$ cat src/common/lndc_pkg.sv
// Purpose: Shared constants and types for the diagnostic node configuration handler.
// Assumes: Eight-byte diagnostic PDUs followed by one classic checksum byte.
// Notes:   Mode codes and reset values are local encodings of the configuration word.
package lndc_pkg;
   // ----------------------------------------------------------------------
   // Frame identifiers, services and answers
   // ----------------------------------------------------------------------
   localparam logic [7:0]  PID_MASTER_REQ     = 8'h3c;
   localparam logic [7:0]  PID_SLAVE_RESP     = 8'h7d;
   localparam logic [7:0]  SID_ASSIGN_NAD     = 8'hb0;
   localparam logic [7:0]  SID_ASSIGN_RANGE   = 8'hb7;
   localparam logic [7:0]  RSID_ASSIGN_NAD_OK = 8'hf0;
   localparam logic [7:0]  RSID_RANGE_OK      = 8'hf7;
   localparam logic [7:0]  RSID_NEGATIVE      = 8'h7f;
   localparam logic [7:0]  NRC_NOT_SUPPORTED  = 8'h11;
   localparam logic [7:0]  PCI_REQ_LEN6       = 8'h06;
   localparam logic [7:0]  PCI_POSITIVE       = 8'h01;
   localparam logic [7:0]  PCI_NEGATIVE       = 8'h03;
   localparam logic [7:0]  FILL_BYTE          = 8'hff;
   localparam logic [7:0]  NAD_BROADCAST      = 8'h7f;
   localparam logic [15:0] FC_RESTRICTED      = 16'h0001;
   // ----------------------------------------------------------------------
   // PDU layout
   // ----------------------------------------------------------------------
   localparam logic [3:0]  PDU_BYTES          = 4'h8;
   localparam logic [3:0]  single_pdu_type    = 4'h0;
   localparam logic [3:0]  first_pdu_type     = 4'h1;
   localparam logic [3:0]  consecutive_pdu_type = 4'h2;
   localparam logic [3:0]  SF_MAX_LEN         = 4'h5;
   localparam int          NUM_FRAMES         = 4;
   localparam logic [7:0]  FRAME_INDEX_FIRST  = 8'h01;
   localparam logic [7:0]  FRAME_INDEX_LAST   = 8'h04;
   // ----------------------------------------------------------------------
   // Reset values
   // ----------------------------------------------------------------------
   localparam logic [7:0]  PID_UNUSED         = 8'h40;
   localparam logic [7:0]  NAD_RST            = 8'h00;

   typedef enum logic [1:0] {
      LNDC_MODE_13 = 2'h0,
      LNDC_MODE_20 = 2'h1,
      LNDC_MODE_21 = 2'h2
   } lndc_mode_t;

   typedef enum logic [2:0] {
      ST_IDLE = 3'b001,
      ST_RECV = 3'b010,
      ST_SEND = 3'b100
   } lndc_state_t;

   typedef struct packed {
      logic [7:0]                       node_address;
      logic [7:0]                       initial_node_address;
      lndc_mode_t                       mode;
      logic [NUM_FRAMES-1:0][7:0]       frame_pid;
   } lndc_cfg_t;

   localparam lndc_mode_t  MODE_RST           = LNDC_MODE_13;
endpackage : lndc_pkg

$ cat src/logic/lndc_diag_node.sv
// Purpose: Slave-side decoder of diagnostic master requests and builder of slave responses.
// Assumes: A LIN frame engine outside delivers header identifiers and received bytes, and pulls
//          response bytes one at a time.
// Notes:   Only assign-NAD and assign-frame-identifier-range are serviced; others stay silent.
`timescale 1ns/1ns
`default_nettype none

// Behaviour
// - Each request or response carries eight data bytes after the header.
// - Diagnostic frames always use the classic checksum after the last data byte.
// - Identifier 0x3C is a master request; 0x7D asks this node for a response.
// - Bytes are address, PCI, service, then five data bytes, both directions.
// - PCI high nibble zero is a single PDU of at most five payload bytes.
// - PCI high nibble one opens a multi-PDU message; consecutive PDUs follow.
// - PCI high nibble two is a consecutive PDU with a wrapping counter.
// - Unused data bytes are filled with all ones.
// - Services are accepted only in the compatibility modes that allow them.
// - Assign-NAD is answered positively only when address, maker and function codes match.
// - Positive assign-NAD answer: initial address, PCI 0x01, 0xF0, fill.
// - Negative assign-NAD answer: initial address, 0x03, 0x7F, 0xB0, 0x11, fill.
// - The replacement address is used afterwards and lost at reset.
// - With function code 0x0001 assign-NAD is not supported.
// - Assign-NAD to broadcast address 0x7F is recognised in modes 2.0 and 2.1.
// - Range request writes new identifiers for up to four indices from the start index, stopping at index 4.
// - In 2.1 a proper range request gets PCI 0x01, 0xF7, fill.
// - In 2.0 with function code 0x0001 a range request is refused negatively.
// - Checksum adds bytes with end-around carry, then inverts.
// - Index 0 is reserved; indices 1 to 4 select the four signal frames.
// - Node address, initial address and mode are loaded from configuration.
module lndc_diag_node (
   input  wire logic                                  clock,                 // System clock, 100 MHz.
   input  wire logic                                  arst_n,                // Asynchronous reset, active low.
   input  wire logic                                  cfg_load,              // Pulse: take configuration word.
   input  wire lndc_pkg::lndc_cfg_t                   cfg,                   // Configuration word.
   input  wire logic [15:0]                           maker_code,            // Supplier code of this node.
   input  wire logic [15:0]                           product_function_code, // Function code of this node.
   input  wire logic                                  hdr_valid,             // Pulse: header received.
   input  wire logic [7:0]                            hdr_pid,               // Protected identifier of header.
   input  wire logic                                  rx_valid,              // Pulse: response byte received.
   input  wire logic [7:0]                            rx_byte,               // Received byte.
   input  wire logic                                  tx_req,                // Pulse: next response byte wanted.
   output logic                                       tx_valid,              // Pulse: tx_byte is valid.
   output logic [7:0]                                 tx_byte,               // Response byte.
   output logic [7:0]                                 node_address,          // Current node address.
   output logic [lndc_pkg::NUM_FRAMES-1:0][7:0]       frame_pid,             // Signal frame identifiers.
   output logic                                       pid_update             // Pulse: identifiers rewritten.
);
   import lndc_pkg::*;

   // ----------------------------------------------------------------------
   // Reset release
   // ----------------------------------------------------------------------
   logic                rst_meta;
   logic                rst_n;

   always_ff @(posedge clock or negedge arst_n) begin
      if (!arst_n) begin
         rst_meta <= 1'b0;
         rst_n    <= 1'b0;
      end else begin
         rst_meta <= 1'b1;
         rst_n    <= rst_meta;
      end
   end

   // ----------------------------------------------------------------------
   // Helpers
   // ----------------------------------------------------------------------
   function automatic logic [7:0] csum_add(input logic [7:0] acc, input logic [7:0] b);
      logic [8:0] s;
      s = {1'b0, acc} + {1'b0, b};
      return s[7:0] + {7'h00, s[8]};
   endfunction : csum_add

   function automatic logic [7:0][7:0] make_resp(input logic [7:0] nad, input logic [7:0] pci,
                                                 input logic [7:0] rsid, input logic [7:0] d1,
                                                 input logic [7:0] d2);
      logic [7:0][7:0] r;
      r    = {8{FILL_BYTE}};
      r[0] = nad;
      r[1] = pci;
      r[2] = rsid;
      r[3] = d1;
      r[4] = d2;
      return r;
   endfunction : make_resp

   lndc_state_t         state;
   logic [3:0]          cnt;
   logic [7:0]          sum;
   logic [7:0][7:0]     rx_bytes;
   logic [7:0][7:0]     resp;
   logic [7:0][7:0]     next_resp;
   logic [NUM_FRAMES-1:0][7:0] next_frame_pid;
   logic                req_done;
   logic                pending;
   logic                next_respond;
   logic                do_assign;
   logic                do_range;
   logic [7:0]          init_nad;
   lndc_mode_t          mode;

   // ----------------------------------------------------------------------
   // Frame sequencing
   // ----------------------------------------------------------------------
   wire logic hdr_req  = hdr_valid && hdr_pid == PID_MASTER_REQ;
   wire logic hdr_resp = hdr_valid && hdr_pid == PID_SLAVE_RESP && pending;
   wire logic rx_last  = state == ST_RECV && rx_valid && cnt == PDU_BYTES;
   wire logic tx_last  = state == ST_SEND && tx_req && cnt == PDU_BYTES;

   always_ff @(posedge clock or negedge rst_n) begin
      if (!rst_n) begin
         state <= ST_IDLE;
         cnt   <= 4'h0;
         sum   <= 8'h00;
      end else if (hdr_req || hdr_resp) begin
         state <= hdr_req ? ST_RECV : ST_SEND;
         cnt   <= 4'h0;
         sum   <= 8'h00;
      end else begin
         unique case (state)
            ST_IDLE: begin
            end
            ST_RECV: begin
               if (rx_valid) begin
                  cnt <= cnt + 4'h1;
                  sum <= csum_add(sum, rx_byte);
                  if (cnt == PDU_BYTES) begin
                     state <= ST_IDLE;
                  end
               end
            end
            ST_SEND: begin
               if (tx_req) begin
                  cnt <= cnt + 4'h1;
                  sum <= csum_add(sum, resp[cnt[2:0]]);
                  if (cnt == PDU_BYTES) begin
                     state <= ST_IDLE;
                  end
               end
            end
            default: begin
               state <= ST_IDLE;
            end
         endcase
      end
   end

   // ----------------------------------------------------------------------
   // Request capture
   // ----------------------------------------------------------------------
   always_ff @(posedge clock or negedge rst_n) begin
      if (!rst_n) begin
         rx_bytes <= '0;
         req_done <= 1'b0;
      end else begin
         if (state == ST_RECV && rx_valid && cnt < PDU_BYTES) begin
            rx_bytes[cnt[2:0]] <= rx_byte;
         end
         // The inverted data sum must equal the received checksum byte.
         req_done <= rx_last && rx_byte == ~sum;
      end
   end

   // ----------------------------------------------------------------------
   // Service decode
   // ----------------------------------------------------------------------
   wire logic [7:0] q_nad   = rx_bytes[0];
   wire logic [7:0] q_pci   = rx_bytes[1];
   wire logic [7:0] q_sid   = rx_bytes[2];
   wire logic [7:0] q_start = rx_bytes[3];
   // Multi-PDU types are not decoded and not serviced: no supported service needs them.
   // The length nibble counts the service byte as well as up to five data bytes.
   wire logic q_single = q_pci[7:4] == single_pdu_type && q_pci[3:0] <= SF_MAX_LEN + 4'h1;
   wire logic q_mine   = q_nad == node_address;
   wire logic q_bcast  = q_nad == NAD_BROADCAST;
   wire logic fc_restr = product_function_code == FC_RESTRICTED;
   wire logic ids_ok   = {rx_bytes[4], rx_bytes[3]} == maker_code &&
                         {rx_bytes[6], rx_bytes[5]} == product_function_code;
   wire logic mode_nad = mode == LNDC_MODE_20 || mode == LNDC_MODE_21;
   wire logic index_ok = q_start >= FRAME_INDEX_FIRST && q_start <= FRAME_INDEX_LAST;

   always_comb begin
      next_respond = 1'b0;
      do_assign    = 1'b0;
      do_range     = 1'b0;
      next_resp    = make_resp(node_address, PCI_POSITIVE, FILL_BYTE, FILL_BYTE, FILL_BYTE);
      if (q_sid == SID_ASSIGN_NAD && q_single && (q_mine || q_bcast) && mode_nad) begin
         if (fc_restr) begin
            next_respond = 1'b1;
            next_resp    = make_resp(init_nad, PCI_NEGATIVE, RSID_NEGATIVE, SID_ASSIGN_NAD,
                                     NRC_NOT_SUPPORTED);
         end else if (q_pci == PCI_REQ_LEN6 && ids_ok) begin
            do_assign    = 1'b1;
            next_respond = 1'b1;
            next_resp    = make_resp(init_nad, PCI_POSITIVE, RSID_ASSIGN_NAD_OK,
                                     FILL_BYTE, FILL_BYTE);
         end
      end else if (q_sid == SID_ASSIGN_RANGE && q_single && q_mine) begin
         if (mode == LNDC_MODE_21 && q_pci == PCI_REQ_LEN6 && index_ok) begin
            do_range     = 1'b1;
            next_respond = 1'b1;
            next_resp    = make_resp(node_address, PCI_POSITIVE, RSID_RANGE_OK,
                                     FILL_BYTE, FILL_BYTE);
         end else if (mode == LNDC_MODE_20 && fc_restr) begin
            next_respond = 1'b1;
            next_resp    = make_resp(node_address, PCI_NEGATIVE, RSID_NEGATIVE,
                                     SID_ASSIGN_RANGE, NRC_NOT_SUPPORTED);
         end
      end
   end

   // Slot j holds frame index j+1; data bytes 2..5 carry start..start+3.
   always_comb begin
      next_frame_pid = frame_pid;
      for (int j = 0; j < NUM_FRAMES; j++) begin
         if (int'(q_start) <= j + 1 && j + 1 < int'(q_start) + NUM_FRAMES) begin
            next_frame_pid[j] = rx_bytes[3'(j + 5 - int'(q_start))];
         end
      end
   end

   // ----------------------------------------------------------------------
   // Node configuration state
   // ----------------------------------------------------------------------
   always_ff @(posedge clock or negedge rst_n) begin
      if (!rst_n) begin
         node_address <= NAD_RST;
         init_nad     <= NAD_RST;
         mode         <= MODE_RST;
      end else if (cfg_load) begin
         node_address <= cfg.node_address;
         init_nad     <= cfg.initial_node_address;
         mode         <= cfg.mode;
      end else if (req_done && do_assign) begin
         node_address <= rx_bytes[7];
      end
   end

   always_ff @(posedge clock or negedge rst_n) begin
      if (!rst_n) begin
         frame_pid  <= {NUM_FRAMES{PID_UNUSED}};
         pid_update <= 1'b0;
      end else begin
         pid_update <= req_done && do_range;
         if (cfg_load) begin
            frame_pid <= cfg.frame_pid;
         end else if (req_done && do_range) begin
            frame_pid <= next_frame_pid;
         end
      end
   end

   // ----------------------------------------------------------------------
   // Response staging and transmit
   // ----------------------------------------------------------------------
   // A new request drops any unsent answer; a fresh answer wins over a clear in the same cycle.
   always_ff @(posedge clock or negedge rst_n) begin
      if (!rst_n) begin
         pending <= 1'b0;
         resp    <= {8{FILL_BYTE}};
      end else begin
         if (hdr_req || tx_last) begin
            pending <= 1'b0;
         end
         if (req_done && next_respond) begin
            pending <= 1'b1;
            resp    <= next_resp;
         end
      end
   end

   always_ff @(posedge clock or negedge rst_n) begin
      if (!rst_n) begin
         tx_valid <= 1'b0;
         tx_byte  <= 8'h00;
      end else begin
         tx_valid <= state == ST_SEND && tx_req;
         if (state == ST_SEND && tx_req) begin
            tx_byte <= (cnt == PDU_BYTES) ? ~sum : resp[cnt[2:0]];
         end
      end
   end

   // ----------------------------------------------------------------------
   // Assertions
   // ----------------------------------------------------------------------
   logic [3:0] h_cnt;
   logic [7:0] h_sum;

   always_ff @(posedge clock or negedge rst_n) begin
      if (!rst_n) begin
         h_cnt <= 4'h0;
         h_sum <= 8'h00;
      end else if (hdr_valid) begin
         h_cnt <= 4'h0;
         h_sum <= 8'h00;
      end else if (tx_valid) begin
         h_cnt <= h_cnt + 4'h1;
         h_sum <= csum_add(h_sum, tx_byte);
      end
   end
endmodule : lndc_diag_node

`default_nettype wire

$ cat config.mk
export PLATFORM = sky130hd
export DESIGN_NAME = lndc_diag_node
export DESIGN_NICKNAME = d
export VERILOG_FILES = /design/src/common/lndc_pkg.sv /design/src/logic/lndc_diag_node.sv
export SDC_FILE = /design/constraint.sdc
export NUM_CORES = 1
export LEC_CHECK = 0
export BUFFER_PORTS_ARGS = -buffer_cell sky130_fd_sc_hd__buf_2
export CORE_ASPECT_RATIO = 1.5
export CORE_MARGIN = 5
export CORE_UTILIZATION = 45
export CTS_BUF_LIST = sky130_fd_sc_hd__clkbuf_8 sky130_fd_sc_hd__clkbuf_16
export DETAILED_ROUTE_END_ITERATION = 10
export HOLD_SLACK_MARGIN = 0.02
export PLACE_DENSITY = 0.63
export SLEW_MARGIN = 30
export SYNTH_ARGS = -nofsm -noshare
export SYNTH_HDL_FRONTEND = slang
export SYNTH_SLANG_ARGS = --single-unit
$ cat constraint.sdc
create_clock -name clock -period 5.9 [get_ports clock]
set_input_delay 0.295 -clock clock [delete_from_list [all_inputs] [get_ports clock]]
set_output_delay 0.295 -clock clock [all_outputs]
set_load 0.01 [all_outputs]
# Word-level counts from Yosys, hierarchy flattened
# Index checks and enable logic that the tools add are counted.
# totals
reg_bits,207
out_inout_bits,50
inputBits,104
word_cells,189
# classes
eq_ne,20
reduce_logical,48
bitwise_logic,1
muxes,59
order_cmp,18
add_sub_neg,10
# ops
op,count
$mux W40,4
$mux W8,20
$bmux W8 S3,5
$bwmux W64,1
$lt A3 B32 Y1 const A,2
$mux W32,2
$mux W64,1
$eq A16 B16 Y1,2
$lt A2 B32 Y1 const A,1
$logic_and A1 B1 Y1,29
$demux W8 S3,1
$lt A3 B5 Y1 const B,4
$mux W20,1
$add A8 B8 Y9,2
$add A8 B1 Y8,2
$eq A16 B1 Y1 const B,1
$eq A8 B7 Y1 const B,2
$eq A8 B8 Y1,2
$eq A8 B8 Y1 const B,2
$le A8 B2 Y1 const B,2
$le A8 B3 Y1 const B,2
$pmux W8 S2,1
$mux W3,5
$reduce_bool A2 Y1,7
32 further kinds,55

# Longest topological paths before layout
# Gate-level depths: netlist (run 1).
# depth
ltp_word,9
depth_mapped,21
mapped_depth_nobuf,20

# Worst setup path before layout (run 1)
# No wires, ideal clock.
# synth_path
path_kind,reg2reg
startpoint,register cnt[0]
endpoint,register sum[6]
required_time_ns,5.778
path_slack_ns,1.929
period_less_slack_ns,3.971
t_arrival_ns,3.850
path_stages_with_launch,21
cell_sequence,dfrtp_1 -> clkbuf_1 -> clkbuf_1 -> a21oi_1 -> o22ai_1 -> o21ai_0 -> fa_1 -> a21o_1 -> a21oi_1 -> o21ai_0 -> o21ai_0 -> nand2b_1 -> ha_1 -> ha_1 -> and4b_1 -> mux2i_1 -> o31ai_1 -> nand3_1 -> xnor2_1 -> nand2_1 -> a32o_1
# synth_between
elab_chain_len,7
# synth_rtl
element,line_no,source
start: declaration,lndc_diag_node.sv:89,logic [3:0] cnt;
start signal: assignment,lndc_diag_node.sv:126,cnt <= cnt + 4'h1;
start signal: assignment,lndc_diag_node.sv:135,cnt <= cnt + 4'h1;
$bmux W8 S3,lndc_diag_node.sv:136,"sum <= csum_add(sum, resp[cnt[2:0]]);"
$mux W8 (implied by the code),lndc_diag_node.sv:136,
$add A8 B8 Y9,lndc_diag_node.sv:71,"s = {1'b0, acc} + {1'b0, b};"
$add A8 B1 Y8,lndc_diag_node.sv:72,"return s[7:0] + {7'h00, s[8]};"
$mux W8,lndc_diag_node.sv:134,if (tx_req) begin
$pmux W8 S2,lndc_diag_node.sv:121,unique case (state)
$mux W8,lndc_diag_node.sv:116,end else if (hdr_req || hdr_resp) begin
end signal: assignment,lndc_diag_node.sv:127,"sum <= csum_add(sum, rx_byte);"
end signal: assignment,lndc_diag_node.sv:136,
end: declaration,lndc_diag_node.sv:90,logic [7:0] sum;
# Every way passes these cells. The select of a mux whose other input is x is not followed.
# A chain may end at the register's enable or synchronous reset.

# Worst setup path in the final report (run 1)
# layout_path
startpoint,register cnt[2]
endpoint,register sum[6]
# Same word-level chain as after synthesis.

==> out/summary.txt, run 1 <==
status - complete, no violations
CP endpoint kind - flip-flop
Synth Register Bits - 157
CTS clk-pin slew, worst paths - 0.07 ns
postcts setup bufs - 0
max_cap viols - 0
CTS Sinks - 157
H-tree levels - 4
Final Max Slew Viols - 0
antenna cells - 0
fmax - 217 MHz
CTS tree - yes
largest net degree at the start of global routing - 53
Worst Path Required - 6.23 ns
hpwl dp - 23,800 um
Post-Syn Instances - 1,012
first-pass GRT wire length - 47,400 um
Nets - 1,290
P per Cell Area - 206 mW/mm^2
Row Count - 68
adder-cell share of the synthesized area - 4.43%
fraction of synthesized area in multiplexers - 23.8%
Pre-antenna DRT Iters - 5
placed cell count - 1,445
M2 GR Usage - 40.5%
clock buffer depth - 2
cts repair resizes - 0
crit path max fanout - 21
Min Clock Period, post-route - 4.61 ns
area leader, netlist - dfrtp_1
ANT nets after route - 0
period utilization - 78.2%
GRT met1 Usage - 27.5%
# setup viols final - 0
P&R area growth vs syn - 16.4%
TritonCTS Buffers - 17
overall global routing resource usage - 23.0%
Setup Skew - 0.0111 ns
clock root buffer - clkbuf_16
unrepaired setup endpoints after global routing - no
Synth Area in XOR/XNOR - 5.38%
wirelength, routed - 30,400 um
# DRC - 0
share of the synthesized area in the top cell type - 32.9%
Starting Density - 45.6%
Core Area - 0.0231 mm^2
cell area after synthesis - 0.0105 mm^2
Leakage Power - 5.58 nW
synth unique cells - 71
total negative slack - 0 ns
GRT met3 Usage - 4.08%
post-synthesis compound-gate area fraction - 12.8%
fillers - 2,102
Slew headroom - 47.7%
Iter 0 DRT Violations - 463
Synthesized Nets - 1,152
main combinational cell family by area after synthesis - multiplexers
Post-Synth Simple-Gate Area - 13.1%
die height - 197 um
GP Congestion - 0.919
synthesized area per cell - 10.4 um^2
top_reg_cell synth - dfrtp_1
hold buffers post-CTS - 1
DR WL/cell - 20.6 um
Yosys warnings - 0
top cells by area, synth - dfrtp_1 33%, mux2_2 10%, mux4_2 7.9%
total power - 2.52 mW
initial antenna violation count - 0
port buffer count - 153
GR peak layer - met2
Arrival @ worst endpoint - 4.94 ns
post-synthesis sequential area ratio - 37.6%
Vias - 8,516
Die Area - 0.0266 mm^2
GR Overflow Total - 0
Setup CP Type - flip-flop to flip-flop
vias in the first global route - 8,443
worst-margin pin slew - 0.785 ns
Synth async-reset ratio - 100%
hold crit path type - input pin to flip-flop
flop-to-flop setup slack - 1.29 ns
VDD IR max - 0.206 mV
later-pin clock latency in the skew report - 0.44 ns
Boundary Pins - 154
final std cells w/o fill - 1,478
ratio of cells with drive above 1 in the final layout - 32.8%
CP startpoint kind - flip-flop
number of flops mapped to enable cells by yosys - 0
Die Wd - 135 um
Vias/cell - 5.76
count of final hold-check violations - 0
## cell usage after synthesis, types with 4 or more instances
master,count
o211ai_1,10
xor2_1,16
a2bb2oi_2,7
a21oi_1,49
nor3_1,7
buf_2,10
nand4_1,16
nor2_1,55
dfstp_2,19
a21o_1,10
or3_1,4
dfrtp_1,138
xnor2_1,46
ha_1,34
inv_1,24
nand2b_1,12
buf_1,6
o22ai_1,10
clkbuf_1,32
nor2b_1,7
mux4_2,37
nand2_1,109
a221oi_1,4
nor4_1,15
a211oi_1,9
o21ai_0,87
a31oi_1,5
nand3_1,16
mux2i_1,54
mux2_2,95
## path summary, 6_finish.rpt
kind	end	cells past startpoint	startpoint
worst min-delay path	node_address[6]	3	cfg[48]
worst max-delay path	sum[6]	20	cnt[2]
max in group asynchronous	frame_pid[31]	1	rst_n
worst min register to register	sum[7]	0	rst_n
min in group asynchronous	rst_n	2	arst_n
worst max register to register	sum[6]	20	cnt[2]
## flip-flops by register name, indices dropped and copies added, names as in the netlist
| signal | count |
|---|---|
| resp | 14 |
| pid_update | 1 |
| rst_n | 1 |
| state | 3 |
| cnt | 4 |
| tx_byte | 8 |
| req_done | 1 |
| rx_bytes | 32 |
| pending | 1 |
| tx_valid | 1 |
| q_sid | 8 |
| init_nad | 8 |
| rst_meta | 1 |
| frame_pid | 32 |
| mode | 2 |
| node_address | 8 |
| q_start | 8 |
| q_pci | 8 |
| sum | 8 |
| q_nad | 8 |
## logic make-up (layout without fill, tap and decap cells)
family,count (synthesis),count (layout)
and+or+nand+nor,277,277
AOI/OAI and AO/OA,214,214
muxes,188,188
DFF,157,157
buffers and inverters,76,227
xor gates and xnor gates,63,63
adders and majority gates,36,36
other,1,1
## placed cells by master (no fill, tap or decap), types with 14 or more instances in the layout
cell type	n
ha_1	34
o21ai_0	87
dfrtp_1	136
mux2i_1	54
buf_2	153
mux4_2	37
xnor2_1	46
buf_4	14
a21oi_1	48
nor4_1	15
mux2_2	95
inv_1	24
dfstp_2	19
nand3_1	16
nand4_1	16
clkbuf_16	17
nor2_1	54
xor2_1	16
nand2_1	109
## worst max-delay path, cell delays in order, from the launching register on
cell,delay (ns)
dfrtp_1,0.77
nand2b_1,0.18
nor2_1,0.26
nor2_1,0.08
o22ai_1,0.12
o21ai_0,0.23
fa_1,0.53
a21o_1,0.18
a21oi_1,0.28
o21ai_0,0.17
o21ai_0,0.17
nand2b_1,0.08
ha_1,0.21
ha_1,0.23
and4b_1,0.19
mux2i_1,0.14
o31ai_1,0.13
nand3_1,0.12
xnor2_1,0.11
nand2_1,0.07
a32o_1,0.24
## cell type report
cell class / count / area, um^2 / share of cell area [%]
Clock buffer: 17 / 425 / 3.48
Clock inverter: 15 / 201 / 1.65
Inverter: 26 / 97.6 / 0.798
Multi-Input combinational cell: 779 / 6250 / 51.1
Sequential cell: 157 / 3960 / 32.4
Tap cell: 315 / 394 / 3.22
Timing Repair Buffer: 169 / 901 / 7.36
## per-layer routing
metal  vias up  wire length [um]  share of wire (%)
met5         -                 0                  0
met4         0              1130                3.7
met3        55              1510                5.0
met2       273             15600                 51
met1      4159             12200                 40
li1       4029                 -                  -
## through the flow
| step | hold WS [ns] | area, um^2 | setup slack, ns | util [%] |
|---|---|---|---|---|
| 6_report | 0.0570 | 12200 | 1.29 | 53.0 |
| 5_1_grt | 0.0618 | 12200 | 0.894 | 53.0 |
| 4_1_cts | 0.0458 | 12200 | 1.31 | 53.0 |
| 3_5_place_dp | 0.0816 | 11600 | 1.33 | 50.3 |
| 3_3_place_gp | 0.0804 | 11600 | 1.47 | 50.2 |
| 2_1_floorplan | -0.000591 | 10500 | 1.23 | - |
## report_power, final
group | leakage [nW] | internal (mW) | switching, mW
Sequential | 2.05 | 1.11 | 0.0265
Combinational | 3.23 | 0.0864 | 0.115
Clock | 0.305 | 0.682 | 0.505
(Power assumes the default switching activity.)
==> run 2, diff against run 1 <==
PLACE_DENSITY = 0.66   (was 0.63)
clock period = 3.84 ns   (was 5.9 ns; I/O delays follow)
==> run 2 against run 1 <==
Against the previous run:
- power up 51%
- sequential cell count unchanged
- combinational power up 58%
- critical path depth unchanged
- clock skew up 0.0028 ns
- final cell count up 4.2%
- count of clock-buffer cells in the layout unchanged
==> out/summary.txt, run 2 (synthesized netlist as in run 1, its figures left out) <==
status - complete, no violations
vias in the first global route - 8,834 (+4.6%)
worst-path cell chain - buf_8 -> inv_1 -> or3_1 -> a21oi_1 -> a21oi_1 -> ha_1 -> and3_1 -> a21oi_2 -> o21ai_2 -> o21ai_1 -> nand2b_1 -> ha_2 -> ha_4 -> and4b_1 -> mux2i_1 -> o31ai_2 -> nand3_1 -> xnor2_1 -> nand2_1 -> a32o_1
hold crit path type - input pin to flip-flop
Slew headroom - 45.8% (-1.9 points)
Row Count - 68 (unchanged)
final std cells w/o fill - 1,540 (+4.2%)
Vias/cell - 5.74 (-0.45%)
P_int - 2.79 mW (+48%)
initial antenna violation count - 0 (unchanged)
ratio of cells with drive above 1 in the final layout - 36.2% (+3.5 points)
placed cell count - 1,475 (+2.1%)
Final Max Slew Viols - 0 (unchanged)
worst-margin pin slew - 0.814 ns (+0.0288 ns)
Die Area - 0.0266 mm^2 (unchanged)
CTS Sinks - 157 (unchanged)
port buffer count - 153 (unchanged)
Pre-antenna DRT Iters - 6 (+1)
Largest regs - frame_pid x32, rx_bytes x32, resp x14
commonest non-fill, non-tap cell in the layout - buf_2
H-tree levels - 4 (unchanged)
period utilization - 95.2% (+17 points)
VDD IR max - 0.283 mV (+37%)
Setup Skew - 0.0139 ns (+0.00278 ns)
Nets - 1,352 (+4.8%)
TritonCTS Buffers - 17 (unchanged)
Core Area - 0.0231 mm^2 (unchanged)
CP startpoint kind - flip-flop
Reg power frac - 45.7% (+0.8 points)
Vias - 8,833 (+3.7%)
Starting Density - 45.6% (unchanged)
clock root buffer - clkbuf_16
Iter 0 DRT Violations - 606 (+31%)
M2 GR Usage - 41.9% (+1.3 points)
clock buffer depth - 2 (unchanged)
Sw Share - 27.0% (+1.4 points)
max_cap viols - 0 (unchanged)
first-pass GRT wire length - 48,900 um (+3.2%)
die height - 197 um (unchanged)
antenna cells - 0 (unchanged)
# DRC - 0 (unchanged)
Boundary Pins - 154 (unchanged)
hpwl dp - 24,400 um (+2.5%)
Arrival @ worst endpoint - 3.98 ns (-0.96 ns)
Min Clock Period, post-route - 3.66 ns (-0.957 ns)
Setup CP Type - flip-flop to flip-flop
Combinational Power Share - 8.4% (+0.4 points)
Psw - 1.03 mW (+59%)
CTS clk-pin slew, worst paths - 0.07 ns (about the same)
Die Wd - 135 um (unchanged)
GR Overflow Total - 0 (unchanged)
GP Congestion - 0.910 (-0.97%)
crit path max fanout - 10 (-52%)
GR peak layer - met2
wirelength, routed - 31,500 um (+3.4%)
GRT met1 Usage - 28.1% (+0.58 points)
P&R area growth vs syn - 22.3%
ANT nets after route - 0 (unchanged)
cell repeated most along the worst path - a21oi_1
P per Cell Area - 297 mW/mm^2 (+44%)
final core occ - 55.7% (+2.7 points)
CTS tree - yes
later-pin clock latency in the skew report - 0.44 ns (about the same)
total power - 3.82 mW (+51%)
overall global routing resource usage - 23.7% (+0.66 points)
Leakage Power - 5.88 nW (+5.3%)
CP endpoint kind - flip-flop
Worst Path Required - 4.17 ns (-2.06 ns)
slowest cell on the critical path - dfrtp_2
Min Hold Slack - 0.0391 ns (-0.0180 ns)
fmax - 274 MHz (+26%)
# setup viols final - 0 (unchanged)
DR WL/cell - 20.5 um (-0.72%)
Clock Power Share - 45.9% (-1.2 points)
GRT met3 Usage - 4.15% (+0.076 points)
largest net degree at the start of global routing - 99 (+87%)
CP peak stage delay - 0.46 ns (-0.31 ns)
count of final hold-check violations - 0 (unchanged)
most frequent cells in the layout - 153 x buf_2, 134 x dfrtp_1, 108 x nand2_1, 94 x mux2_2, 83 x o21ai_0
-- run 2: layer usage --
metal	vias to the layer above	part of all wire, %
li1	4143	-
met1	4312	39
met2	304	51
met3	74	5.2
met4	0	4.3
met5	-	0
-- run 2: power by group through the flow --
stage	combinational [mW]	clock (mW)	sequential, mW
final	0.319	1.75	1.75
after global placement	0.304	0	1.78
after floorplan	0.121	0	1.80
after global routing	0.353	1.86	1.75
after CTS	0.323	1.79	1.75
after detailed placement	0.307	0	1.78
-- run 2: layout make-up --
cell class	count	area, um^2
inverter	26	97.6
clock inverter	15	189
multi-input combinational	779	6360
fill	2032	10200
tap	315	394
timing repair buffer	231	1430
sequential	157	3960
clock buffer	17	425
-- run 2: metrics by stage --
step | instance area, um^2 | setup WS [ns] | setup TNS, ns
floorplan | 10500 | 0.00433 | 0
global placement | 11800 | -0.00953 | -0.00953
detailed placement | 11800 | -0.0894 | -0.0894
CTS | 12700 | 0.0304 | 0
global route | 12800 | -0.0323 | -0.0323
finish | 12800 | 0.185 | 0
-- run 2: worst max-delay path: cells and delay by family (launching register included) --
family          cells  cell delay [ns]
flops               1             0.46
buf+inv             2             0.21
xor+xnor            1             0.12
mux                 1             0.17
fa+ha+maj           3             0.71
simple gates        6             0.97
compound gates      7             0.92
-- run 2: timing repair --
item / 4_1_cts / 5_1_grt
resized for setup: 6 / 25
setup endpoints to repair: 1 / 2
setup buffers: 1 / 12
pin swaps: 1 / 14
hold endpoints to repair: 21 / 0
gates cloned: 0 / 0
hold buffers: 20 / 0
-- run 2: final timing paths --
path | start | endpoint | slack, ns | cells after the start
worst max-delay path | cnt[0] | sum[6] | 0.18 | 20
worst min-delay path | cfg[21] | frame_pid[21] | 0.04 | 3
worst max register to register | cnt[0] | sum[6] | 0.18 | 20
worst min register to register | rst_meta | rst_n | 0.35 | 0
max in group asynchronous | rst_n | frame_pid[26] | 2.44 | 1
min in group asynchronous | arst_n | rst_n | 0.06 | 2
